### src/swd_pkg.sv
// Constants and types shared by the system watchdog block
`default_nettype none
package swd_pkg;
    // ********************************
    // I/O port addresses and keys
    // ********************************
    localparam logic [15:0] SWD_INDEX_PORT = 16'h002E;
    localparam logic [15:0] SWD_DATA_PORT  = 16'h002F;
    localparam logic [7:0]  SWD_UNLOCK_KEY = 8'h87;
    localparam logic [7:0]  SWD_LOCK_KEY   = 8'hAA;
    localparam logic [7:0]  SWD_LOCKED_RD  = 8'hFF;
    // ********************************
    // Configuration indexes
    // ********************************
    localparam logic [7:0]  SWD_IDX_LDN      = 8'h07;
    localparam logic [7:0]  SWD_IDX_ENABLE   = 8'h30;
    localparam logic [7:0]  SWD_IDX_ACTIVATE = 8'hF0;
    localparam logic [7:0]  SWD_IDX_UNIT     = 8'hF5;
    localparam logic [7:0]  SWD_IDX_COUNT    = 8'hF6;
    localparam logic [7:0]  SWD_LDN_WATCHDOG = 8'h07;
    // ********************************
    // Field positions and reset values
    // ********************************
    localparam int          SWD_ENABLE_BIT   = 0;
    localparam int          SWD_ACTIVATE_BIT = 7;
    localparam int          SWD_MINUTE_BIT   = 3;
    localparam logic [7:0]  SWD_REG_RESET    = 8'h00;
    // ********************************
    // Timing
    // ********************************
    localparam int          SWD_CLK_HZ         = 125_000_000;
    localparam int          SWD_CLK_PERIOD_NS  = 8;
    localparam int          SWD_TICK_S         = 1;
    localparam int          SWD_CYC_PER_SEC    = SWD_CLK_HZ * SWD_TICK_S;
    localparam int          SWD_SEC_PER_MIN    = 60;
    localparam int          SWD_RST_PULSE_NS   = 1000;
    localparam int          SWD_RST_PULSE_CYC  =
        (SWD_RST_PULSE_NS + SWD_CLK_PERIOD_NS - 1) / SWD_CLK_PERIOD_NS;
    // ********************************
    // Types
    // ********************************
    typedef enum logic [1:0] {
        SWD_CFG_LOCKED = 2'b00,
        SWD_CFG_KEY1   = 2'b01,
        SWD_CFG_OPEN   = 2'b10
    } swd_cfg_t;
endpackage : swd_pkg
`default_nettype wire

### src/swd_ctl_if.sv
// Control and status link between configuration and countdown logic
`timescale 1ns/100ps
`default_nettype none
interface swd_ctl_if;
    logic       load;
    logic [7:0] load_val;
    logic       run;
    logic       minute;
    logic [7:0] remain;
    logic       expired;
    modport cfg (output load, output load_val, output run, output minute,
                 input remain, input expired);
    modport cnt (input load, input load_val, input run, input minute,
                 output remain, output expired);
endinterface : swd_ctl_if
`default_nettype wire

### src/swd_countdown.sv
// Time base and down-counter of the system watchdog
`timescale 1ns/100ps
`default_nettype none
module swd_countdown #(
    parameter int unsigned CYC_PER_SEC = swd_pkg::SWD_CYC_PER_SEC
) (
    input  wire logic clk,
    input  wire logic rst_b,
    swd_ctl_if.cnt    ctl
);
    localparam int          PW       = $clog2(CYC_PER_SEC);
    localparam logic [PW-1:0] PS_LAST = PW'(CYC_PER_SEC - 1);
    localparam logic [5:0]  MIN_LAST = 6'(swd_pkg::SWD_SEC_PER_MIN - 1);

    logic [PW-1:0] presc_q;
    logic [5:0]    sec_q;
    logic [7:0]    count_q;
    logic          expired_q;
    logic          sec_tick;
    logic          unit_tick;
    logic          counting;

    assign counting  = ctl.run && (count_q != 8'h00);
    assign sec_tick  = counting && (presc_q == PS_LAST);
    assign unit_tick = ctl.minute ? (sec_tick && sec_q == MIN_LAST) : sec_tick; // RULE7

    // ********************************
    // Time base
    // ********************************
    // Restarted on every reload so the interval is a full unit count
    always_ff @(posedge clk or negedge rst_b) begin
        if (!rst_b) begin
            presc_q <= '0;
        end else if (ctl.load || !counting || sec_tick) begin
            presc_q <= '0;
        end else begin
            presc_q <= presc_q + 1'b1;
        end
    end

    always_ff @(posedge clk or negedge rst_b) begin
        if (!rst_b) begin
            sec_q <= 6'h00;
        end else if (ctl.load || !counting || !ctl.minute) begin
            sec_q <= 6'h00;
        end else if (sec_tick) begin
            sec_q <= (sec_q == MIN_LAST) ? 6'h00 : sec_q + 6'h01; // RULE7
        end
    end

    // ********************************
    // Down-counter
    // ********************************
    always_ff @(posedge clk or negedge rst_b) begin
        if (!rst_b) begin
            count_q <= swd_pkg::SWD_REG_RESET;
        end else if (ctl.load) begin
            count_q <= ctl.load_val; // RULE5
        end else if (unit_tick) begin
            count_q <= count_q - 8'h01; // RULE1
        end
    end

    // Zero never counts, so a loaded zero disables time-out
    always_ff @(posedge clk or negedge rst_b) begin
        if (!rst_b) begin
            expired_q <= 1'b0;
        end else begin
            expired_q <= !ctl.load && unit_tick && (count_q == 8'h01); // RULE1 RULE8
        end
    end

    assign ctl.remain  = count_q;
    assign ctl.expired = expired_q;
endmodule : swd_countdown
`default_nettype wire

### src/swd_top.sv
// System watchdog: index/data configuration ports, countdown and reset output
//
// Contract
// (RULE1) Count down from preset value; assert system reset on reaching zero.
// (RULE2) Software loads an initial count and reloads it before expiry.
// (RULE3) Two 87 writes to port 2E open config; index 07 data 07 selects.
// (RULE4) Index 30 enables device, index F0 value 80 activates, before loading.
// (RULE5) Timeout count comes from the byte written at index F6.
// (RULE6) Time base, seconds or minutes, comes from the byte at index F5.
// (RULE7) Unit code 00h ticks each second; 08h ticks each minute.
// (RULE8) Value 00h disables time-out; 01h..FFh expire after that many units.
`timescale 1ns/100ps
`default_nettype none
module swd_top #(
    parameter int unsigned CYC_PER_SEC = swd_pkg::SWD_CYC_PER_SEC
) (
    input  wire logic        clk,
    input  wire logic        rst_b,
    input  wire logic [15:0] io_addr,
    input  wire logic        io_wr,
    input  wire logic        io_rd,
    input  wire logic [7:0]  io_wdata,
    output logic      [7:0]  io_rdata,
    output logic             io_rvalid,
    output logic             sys_rst_b
);
    localparam logic [7:0] RST_PULSE = 8'(swd_pkg::SWD_RST_PULSE_CYC);

    swd_pkg::swd_cfg_t cfg_q;
    logic [7:0] index_q;
    logic [7:0] ldn_q;
    logic [7:0] enable_q;
    logic [7:0] activate_q;
    logic [7:0] unit_q;
    logic [7:0] count_val_q;
    logic [7:0] rdata_q;
    logic       rvalid_q;
    logic [7:0] rst_cnt_q;
    logic       sys_rst_b_q;
    logic       load_q;
    logic       idx_wr;
    logic       dat_wr;
    logic       cfg_open;
    logic       wd_sel;
    logic [7:0] reg_rd;

    swd_ctl_if ctl ();

    assign idx_wr   = io_wr && (io_addr == swd_pkg::SWD_INDEX_PORT);
    assign dat_wr   = io_wr && (io_addr == swd_pkg::SWD_DATA_PORT);
    assign cfg_open = (cfg_q == swd_pkg::SWD_CFG_OPEN);
    assign wd_sel   = (ldn_q == swd_pkg::SWD_LDN_WATCHDOG);

    // ********************************
    // Configuration unlock sequence
    // ********************************
    // Any other write between the two keys restarts the sequence
    always_ff @(posedge clk or negedge rst_b) begin
        if (!rst_b) begin
            cfg_q <= swd_pkg::SWD_CFG_LOCKED;
        end else begin
            unique case (cfg_q)
                swd_pkg::SWD_CFG_LOCKED: begin
                    if (idx_wr && io_wdata == swd_pkg::SWD_UNLOCK_KEY) begin
                        cfg_q <= swd_pkg::SWD_CFG_KEY1; // RULE3
                    end
                end
                swd_pkg::SWD_CFG_KEY1: begin
                    if (idx_wr && io_wdata == swd_pkg::SWD_UNLOCK_KEY) begin
                        cfg_q <= swd_pkg::SWD_CFG_OPEN; // RULE3
                    end else if (io_wr) begin
                        cfg_q <= swd_pkg::SWD_CFG_LOCKED;
                    end
                end
                swd_pkg::SWD_CFG_OPEN: begin
                    if (idx_wr && io_wdata == swd_pkg::SWD_LOCK_KEY) begin
                        cfg_q <= swd_pkg::SWD_CFG_LOCKED;
                    end
                end
                default: begin
                    cfg_q <= swd_pkg::SWD_CFG_LOCKED;
                end
            endcase
        end
    end

    always_ff @(posedge clk or negedge rst_b) begin
        if (!rst_b) begin
            index_q <= swd_pkg::SWD_REG_RESET;
        end else if (idx_wr && cfg_open) begin
            index_q <= io_wdata;
        end
    end

    // ********************************
    // Configuration registers
    // ********************************
    always_ff @(posedge clk or negedge rst_b) begin
        if (!rst_b) begin
            ldn_q <= swd_pkg::SWD_REG_RESET;
        end else if (dat_wr && cfg_open && index_q == swd_pkg::SWD_IDX_LDN) begin
            ldn_q <= io_wdata; // RULE3
        end
    end

    // Device registers answer only while the watchdog device is selected
    always_ff @(posedge clk or negedge rst_b) begin
        if (!rst_b) begin
            enable_q    <= swd_pkg::SWD_REG_RESET;
            activate_q  <= swd_pkg::SWD_REG_RESET;
            unit_q      <= swd_pkg::SWD_REG_RESET;
            count_val_q <= swd_pkg::SWD_REG_RESET;
        end else if (dat_wr && cfg_open && wd_sel) begin
            unique case (index_q)
                swd_pkg::SWD_IDX_ENABLE:   enable_q    <= io_wdata; // RULE4
                swd_pkg::SWD_IDX_ACTIVATE: activate_q  <= io_wdata; // RULE4
                swd_pkg::SWD_IDX_UNIT:     unit_q      <= io_wdata; // RULE6
                swd_pkg::SWD_IDX_COUNT:    count_val_q <= io_wdata; // RULE5
                default: begin
                end
            endcase
        end
    end

    // Each write of the count reloads the counter
    always_ff @(posedge clk or negedge rst_b) begin
        if (!rst_b) begin
            load_q <= 1'b0;
        end else begin
            load_q <= dat_wr && cfg_open && wd_sel
                      && index_q == swd_pkg::SWD_IDX_COUNT; // RULE5 RULE2
        end
    end

    assign ctl.load     = load_q;
    assign ctl.load_val = count_val_q;
    assign ctl.run      = enable_q[swd_pkg::SWD_ENABLE_BIT]
                          && activate_q[swd_pkg::SWD_ACTIVATE_BIT]; // RULE4
    assign ctl.minute   = unit_q[swd_pkg::SWD_MINUTE_BIT]; // RULE6 RULE7

    swd_countdown #(
        .CYC_PER_SEC (CYC_PER_SEC)
    ) u_countdown (
        .clk   (clk),
        .rst_b (rst_b),
        .ctl   (ctl.cnt)
    );

    // ********************************
    // Read path
    // ********************************
    // Count reads the live remaining value so software can watch it drain
    always_comb begin
        reg_rd = 8'h00;
        if (index_q == swd_pkg::SWD_IDX_LDN) begin
            reg_rd = ldn_q;
        end else if (wd_sel) begin
            unique case (index_q)
                swd_pkg::SWD_IDX_ENABLE:   reg_rd = enable_q;
                swd_pkg::SWD_IDX_ACTIVATE: reg_rd = activate_q;
                swd_pkg::SWD_IDX_UNIT:     reg_rd = unit_q;
                swd_pkg::SWD_IDX_COUNT:    reg_rd = ctl.remain;
                default:                   reg_rd = 8'h00;
            endcase
        end
    end

    always_ff @(posedge clk or negedge rst_b) begin
        if (!rst_b) begin
            rdata_q  <= 8'h00;
            rvalid_q <= 1'b0;
        end else begin
            rvalid_q <= io_rd;
            if (io_rd) begin
                if (!cfg_open) begin
                    rdata_q <= swd_pkg::SWD_LOCKED_RD;
                end else if (io_addr == swd_pkg::SWD_INDEX_PORT) begin
                    rdata_q <= index_q;
                end else if (io_addr == swd_pkg::SWD_DATA_PORT) begin
                    rdata_q <= reg_rd;
                end else begin
                    rdata_q <= swd_pkg::SWD_LOCKED_RD;
                end
            end
        end
    end

    // ********************************
    // System reset pulse
    // ********************************
    // Fixed width pulse; the system reset is expected to restart this block
    always_ff @(posedge clk or negedge rst_b) begin
        if (!rst_b) begin
            rst_cnt_q   <= 8'h00;
            sys_rst_b_q <= 1'b1;
        end else begin
            if (ctl.expired) begin
                rst_cnt_q <= RST_PULSE; // RULE1
            end else if (rst_cnt_q != 8'h00) begin
                rst_cnt_q <= rst_cnt_q - 8'h01;
            end
            sys_rst_b_q <= !(ctl.expired || rst_cnt_q > 8'h01); // RULE1
        end
    end

    assign io_rdata  = rdata_q;
    assign io_rvalid = rvalid_q;
    assign sys_rst_b = sys_rst_b_q;
endmodule : swd_top
`default_nettype wire

### config.mk
export PLATFORM = sky130hd
export DESIGN_NAME = swd_top
export DESIGN_NICKNAME = d
export VERILOG_FILES = /design/src/swd_pkg.sv /design/src/swd_ctl_if.sv /design/src/swd_countdown.sv /design/src/swd_top.sv
export SDC_FILE = /design/constraint.sdc
export NUM_CORES = 1
export LEC_CHECK = 0
export ABC_AREA = 1
export BUFFER_PORTS_ARGS = -buffer_cell sky130_fd_sc_hd__buf_2
export CORE_MARGIN = 3
export CORE_UTILIZATION = 61
export DETAILED_ROUTE_END_ITERATION = 10
export PLACE_DENSITY = 0.85
export SLEW_MARGIN = 20
export SYNTH_ARGS = -nofsm -noshare
export SYNTH_HDL_FRONTEND = slang
export SYNTH_SLANG_ARGS = --single-unit
### constraint.sdc
create_clock -name clk -period 2.1 [get_ports clk]
set_input_delay 0.21 -clock clk [delete_from_list [all_inputs] [get_ports clk]]
set_output_delay 0.21 -clock clk [all_outputs]
set_load 0.02 [all_outputs]
* Yosys cells after proc, flatten, opt, wreduce, memory -nomap -nowiden
Cells that the tools add are included.
** Cells by class
- Add/sub/neg operators :: 4
- Magnitude comparators :: 1
- Eq/ne operators :: 18
- Multiplexer cells :: 20
- Reductions and logical operators :: 34
** Operator list (count)
- 8-bit two-way mux :: 9
- 8-bit == test (second input constant) :: 5
- 16-bit by 6-bit == test with 1-bit output (second input constant) :: 2
- 8-bit one-hot mux with 4 select lines :: 1
- 27-bit by 1-bit adder with 27-bit output (second input constant) :: 1
- 27-bit == test (second input constant) :: 1
- 27-bit two-way mux :: 1
- 6-bit two-way mux :: 3
- 8-bit by 3-bit == test with 1-bit output (second input constant) :: 2
- 8-bit nonzero test :: 2
- 8-bit by 1-bit subtractor with 8-bit output (second input constant) :: 2
- 1-bit logical AND :: 15
- 8-bit by 1-bit == test with 1-bit output (second input constant) :: 1
- 8-bit by 6-bit == test with 1-bit output (second input constant) :: 1
- 8-bit by 1-bit > comparator with 1-bit output (second input constant) :: 1
- 2-bit two-way mux :: 4
- 2-bit AND reduction :: 4
- 6-bit by 1-bit adder with 6-bit output (second input constant) :: 1
- 6-bit == test (second input constant) :: 1
- 2-bit one-hot mux with 3 select lines :: 1
- 2-bit nonzero test :: 3
- 1-bit logical NOT :: 4
- 1-bit logical OR :: 4
- 3-bit != test (second input constant) :: 1
- other kinds (7) :: 7
** Word-level totals
- Flip-flop bits (word level) :: 111
- Input port bits :: 28

* Depth between registers and ports, before layout
- Word-level depth :: 7
- Mapped depth :: 12

* Hierarchy
A second synthesis with hierarchy kept.
** Unflattened totals
- Cell total of the unflattened synthesis :: 893
- Area, all modules :: 6343.6 µm²
** Modules (own cells, without submodules)
- swd_top :: times used 1, cells each 481, area each 3584.7 µm², seq. area each 1727.9 µm²
- swd_countdown :: times used 1, cells each 412, area each 2758.9 µm², seq. area each 1051.0 µm²

* Least setup slack after synthesis
OpenSTA, ideal clock, no wires.
- Kind :: reg2reg
- Start :: reg u_countdown.presc_q[0]
- End :: reg u_countdown.presc_q[20]
- Arrival :: 1.453 ns
- Data required time :: 1.979 ns
- Slack :: 0.526 ns
- Cell stages (with the launch flop) :: 10
- Path buffers :: 1
- Cell sequence :: dfrtp_1 -> ha_1 -> nand2_1 -> nor2_4 -> nand3_1 -> nor2_1 -> nand2_1 -> nand2_2 -> buf_2 -> nor2_1
** Between the ends
- Cells in the longest elaborated chain, start to end :: 4
- Elaborated cells on any way between the ends :: 5
- Classes of those cells :: add/sub (1); eq/ne (1); mux (1); reduce/logical (2)
** Ends and longest elaborated chain
- start: declaration :: line swd_countdown.sv:15 : logic [PW-1:0] presc_q;
- start signal: assignment :: line swd_countdown.sv:37 : presc_q <= presc_q + 1'b1;
- branches (longest 3 deep; another with 27-bit by 1-bit adder with 27-bit output)
- 27-bit two-way mux * :: line swd_countdown.sv:34 : end else if (ctl.load || !counting || sec_tick) begin
Every way passes the cells marked *.
A chain may end at the register's enable or synchronous reset.

* Worst setup path after layout
- Start :: reg u_countdown.count_q[0], in the netlist u_countdown.ctl.remain[0]
- End :: reg u_countdown.sec_q[0]
** Between the ends
- Cells in the longest elaborated chain, start to end :: 6
- Elaborated cells on any way between the ends :: 8
- Classes of those cells :: mux (1); reduce/logical (7)
** Ends and longest elaborated chain
- start: declaration :: line swd_countdown.sv:17 : logic [7:0] count_q;
- start signal: assignment :: line swd_countdown.sv:56 : count_q <= swd_pkg::SWD_REG_RESET;
- start signal: assignment :: line swd_countdown.sv:58 : count_q <= ctl.load_val;
- start signal: assignment :: line swd_countdown.sv:60 : count_q <= count_q - 8'h01;
- 8-bit nonzero test * :: line swd_countdown.sv:23 : assign counting = ctl.run && (count_q != 8'h00);
- 1-bit logical AND * :: line swd_countdown.sv:23
- 1-bit logical NOT :: line swd_countdown.sv:44 : end else if (ctl.load || !counting || !ctl.minute) begin
- 1-bit logical OR (2 in series) :: line swd_countdown.sv:44
- 6-bit two-way mux / 2-bit nonzero test (equally long branches)
- end signal: assignment :: line swd_countdown.sv:47 : sec_q <= (sec_q == MIN_LAST) ? 6'h00 : sec_q + 6'h01;
- end: declaration :: line swd_countdown.sv:16 : logic [5:0] sec_q;
Mark *: on every way between the ends. The rest lies on a longest branch, timed or not.

==> run_results.csv <==
group,metric,value,unit
run_status,status,"finished, final reports clean",
route,dr.pass1.iters,5,
cells_and_area,diodes,0,
timing,period_share,89.5,%
yosys,synthesis.nets,849,
setup_path,startpoint,"u_countdown.ctl.remain[0]",
die,dieArea,11200,µm²
yosys,yosys-top-cells-area,"dfrtp_1 45%, nand2_1 15%, nand3_1 7.4%",
cells_and_area,nets,890,
timing,max-slew-margin-rel,59.9,%
timing,finalClockSkew,0.0163,ns
yosys,synth.avg_cell_area,7.43,µm²
power,leakagePower,3.20,nW
setup_path,arrival,2.16,ns
cells_and_area,fillers,819,
timing,fin_crit,1.88,ns
cts,cts_root_buf,"clkbuf_8",
grt,antenna_found_initial,0,
grt,grt_max_degree,112,
route,drtIter0Drc,365,
setup_path,r2r_start,"u_countdown.ctl.remain[0]",
setup_path,critical_path_peak_fanout,8,
route,drc,0,
cts,cts_inserted_buffers,9,
power,p_per_area,528,nW/µm²
yosys,ys_types,35,
die,start_util,64.0,%
yosys,yosys_warnings,0,
power,peakVddDrop,0.000475,V
yosys,synthesis.area,6050,µm²
yosys,yosysTopAreaCell,"dfrtp_1",
grt,grt_overflow_total,0,
placed_design,hpwl,10500,µm
power,power,3.47,mW
die,pin_count,38,
grt,grt_pass1_wl,24000,µm
timing,finalHoldViolCount,0,
setup_path,cp-start-kind,"flop",
timing,worstMarginPinSlew,0.601,ns
cts,clk_pin_slew,0.10,ns
cts,cts_tree,"done",
grt,grt_pass1_vias,5282,
die,die_w,106,µm
setup_path,required,2.38,ns
yosys,synth_top_area_share,45.5,%
timing,finalSetupViolCount,0,
grt,grt_usage,26.3,%
min_path,hold_path.class,"in -> reg",
cts,cts-resized-gates,0,
route,wl_per_cell,14.1,µm
timing,grt_setup_unrepaired,"false",
yosys,synthCells,814,
setup_path,cp-end-kind,"flop",
die,rows,35,
timing,clock.fmax,532,MHz
cts,clock_latency,0.39,ns
route,postRouteAntennaNets,0,
yosys,synth-seq-area-share,45.9,%
cells_and_area,syn2layout_area_growth,8.64,%
timing,whs,0.0440,ns
cts,cts.path.max_buffers,2,
route,vias_per_cell,5.55,
route,vias,5487,
placed_design,gp_congestion,0.928,
run,cap_violations,0,
setup_path,setup.worst_path.class,"reg -> reg",
placed_design,port_buffers,37,
cts,cts.htree.levels,3,
cells_and_area,drive_gt1_share,11.0,%
timing,tns,0,ns
route,wl,14000,µm
timing,report.final.slew_viol_count,0,
min_path,hp-start,"io_rd",
die,core-area,9460,µm²
die,dieHeight,106,µm
yosys,ys_ff_latch,111,
cts,clkSinkCount,111,
## state kept, by name, indices dropped and copies added, names as in the netlist
signal	count
activate_q	8
cfg_q	2
count_val_q	8
ctl.load	1
enable_q	8
index_q	8
io_rdata	8
io_rvalid	1
ldn_q	8
rst_cnt_q	8
sys_rst_b	1
u_countdown.ctl.expired	1
u_countdown.ctl.remain	8
u_countdown.presc_q	27
u_countdown.sec_q	6
unit_q	8
## critical path, stage by stage, from the launching register on
cell,delay (ns)
dfrtp_1,0.43
inv_1,0.13
ha_1,0.23
nand3_1,0.08
nand2_1,0.11
nor2_2,0.17
nand2_1,0.17
inv_2,0.16
nand2_1,0.15
nand2_1,0.11
nand2_1,0.05
## what timing repair did
action                    in CTS  in global routing
hold endpoints to repair     110                  0
setup buffers                  0                  0
hold buffers                   1                  0
## routing by layer
| layer | global-route usage (%) | wire (µm) | share of wire, % | vias to the layer above |
|---|---|---|---|---|
| met4 | 8.79 | 339 | 2.4 | 0 |
| met3 | 6.37 | 743 | 5.3 | 31 |
| met5 | 0 | 0 | 0 | - |
| li1 | - | - | - | 2704 |
| met1 | 32.6 | 5800 | 41 | 2583 |
| met2 | 45.2 | 7110 | 51 | 169 |
## cells in the final DEF (no fill, tap or decap), types with 9 or more instances in the layout
cell type,n
nand2_1,249
dfrtp_1,110
nand3_1,90
nor2_1,81
inv_1,78
buf_2,36
a21oi_1,25
o21ai_1,24
nor3_1,20
o21ai_0,19
xor2_1,18
nand4_1,16
clkbuf_8,9
## area by class of cell
cell class,count,area [µm²],area share (%)
Sequential cell,111,2780,42.3
Tap cell,129,161,2.45
Timing Repair Buffer,44,268,4.07
Multi-Input combinational cell,597,2840,43.2
Inverter,92,347,5.27
Clock inverter,6,51.3,0.780
Clock buffer,10,128,1.94
## power by group
group          internal [mW]  leakage [nW]  total (mW)  switching [mW]
Sequential              2.14          1.50        2.14        0.000234
Combinational         0.0293          1.61       0.111          0.0812
Clock                  0.452        0.0883        1.23           0.775
## synthesized netlist by cell type, drive strengths merged
master	instances
nand2	255
dfrtp	110
nor2	93
nand3	91
inv	86
o21ai	43
a21oi	25
nor3	24
xor2	18
nand4	16
buf	10
ha	7
clkinv	6
nor3b	6
nor4	5
clkbuf	4
or2	4
xnor2	4
nand3b	2
o211ai	2
a31oi	1
and3	1
dfstp	1
## per-stage QoR
step	instances	util (%)	cell area [µm²]	setup slack (ns)
after floorplan	814	-	6050	0.526
after global placement	972	67.5	6390	0.292
after detailed placement	972	67.5	6390	0.172
after CTS	989	69.5	6580	0.219
after global routing	989	69.5	6580	0.0103
final	989	69.5	6580	0.220
## path summary, 6_finish.rpt
check | endpoint | slack [ns] | depth (start not counted)
max in group asynchronous | u_countdown.presc_q[19] | 1.22 | 3
setup reg to reg | u_countdown.sec_q[0] | 0.22 | 10
min in group asynchronous | u_countdown.presc_q[25] | 0.42 | 3
setup / recovery | u_countdown.sec_q[0] | 0.22 | 10
hold reg to reg | unit_q[1] | 0.49 | 2
hold / removal | io_rvalid | 0.04 | 1
## kinds of logic (layout without fill, tap and decap cells)
kind of cell    Yosys count  in the layout  share of synthesized area [%]
xor+xnor                 22             22                           3.18
buf+inv                 106            152                           7.13
flops                   111            111                           45.9
simple gates            497            497                           36.3
fa+ha+maj                 7              7                           1.45
compound gates           71             71                           5.97
Note: power is estimated with default switching activity, not from simulation.
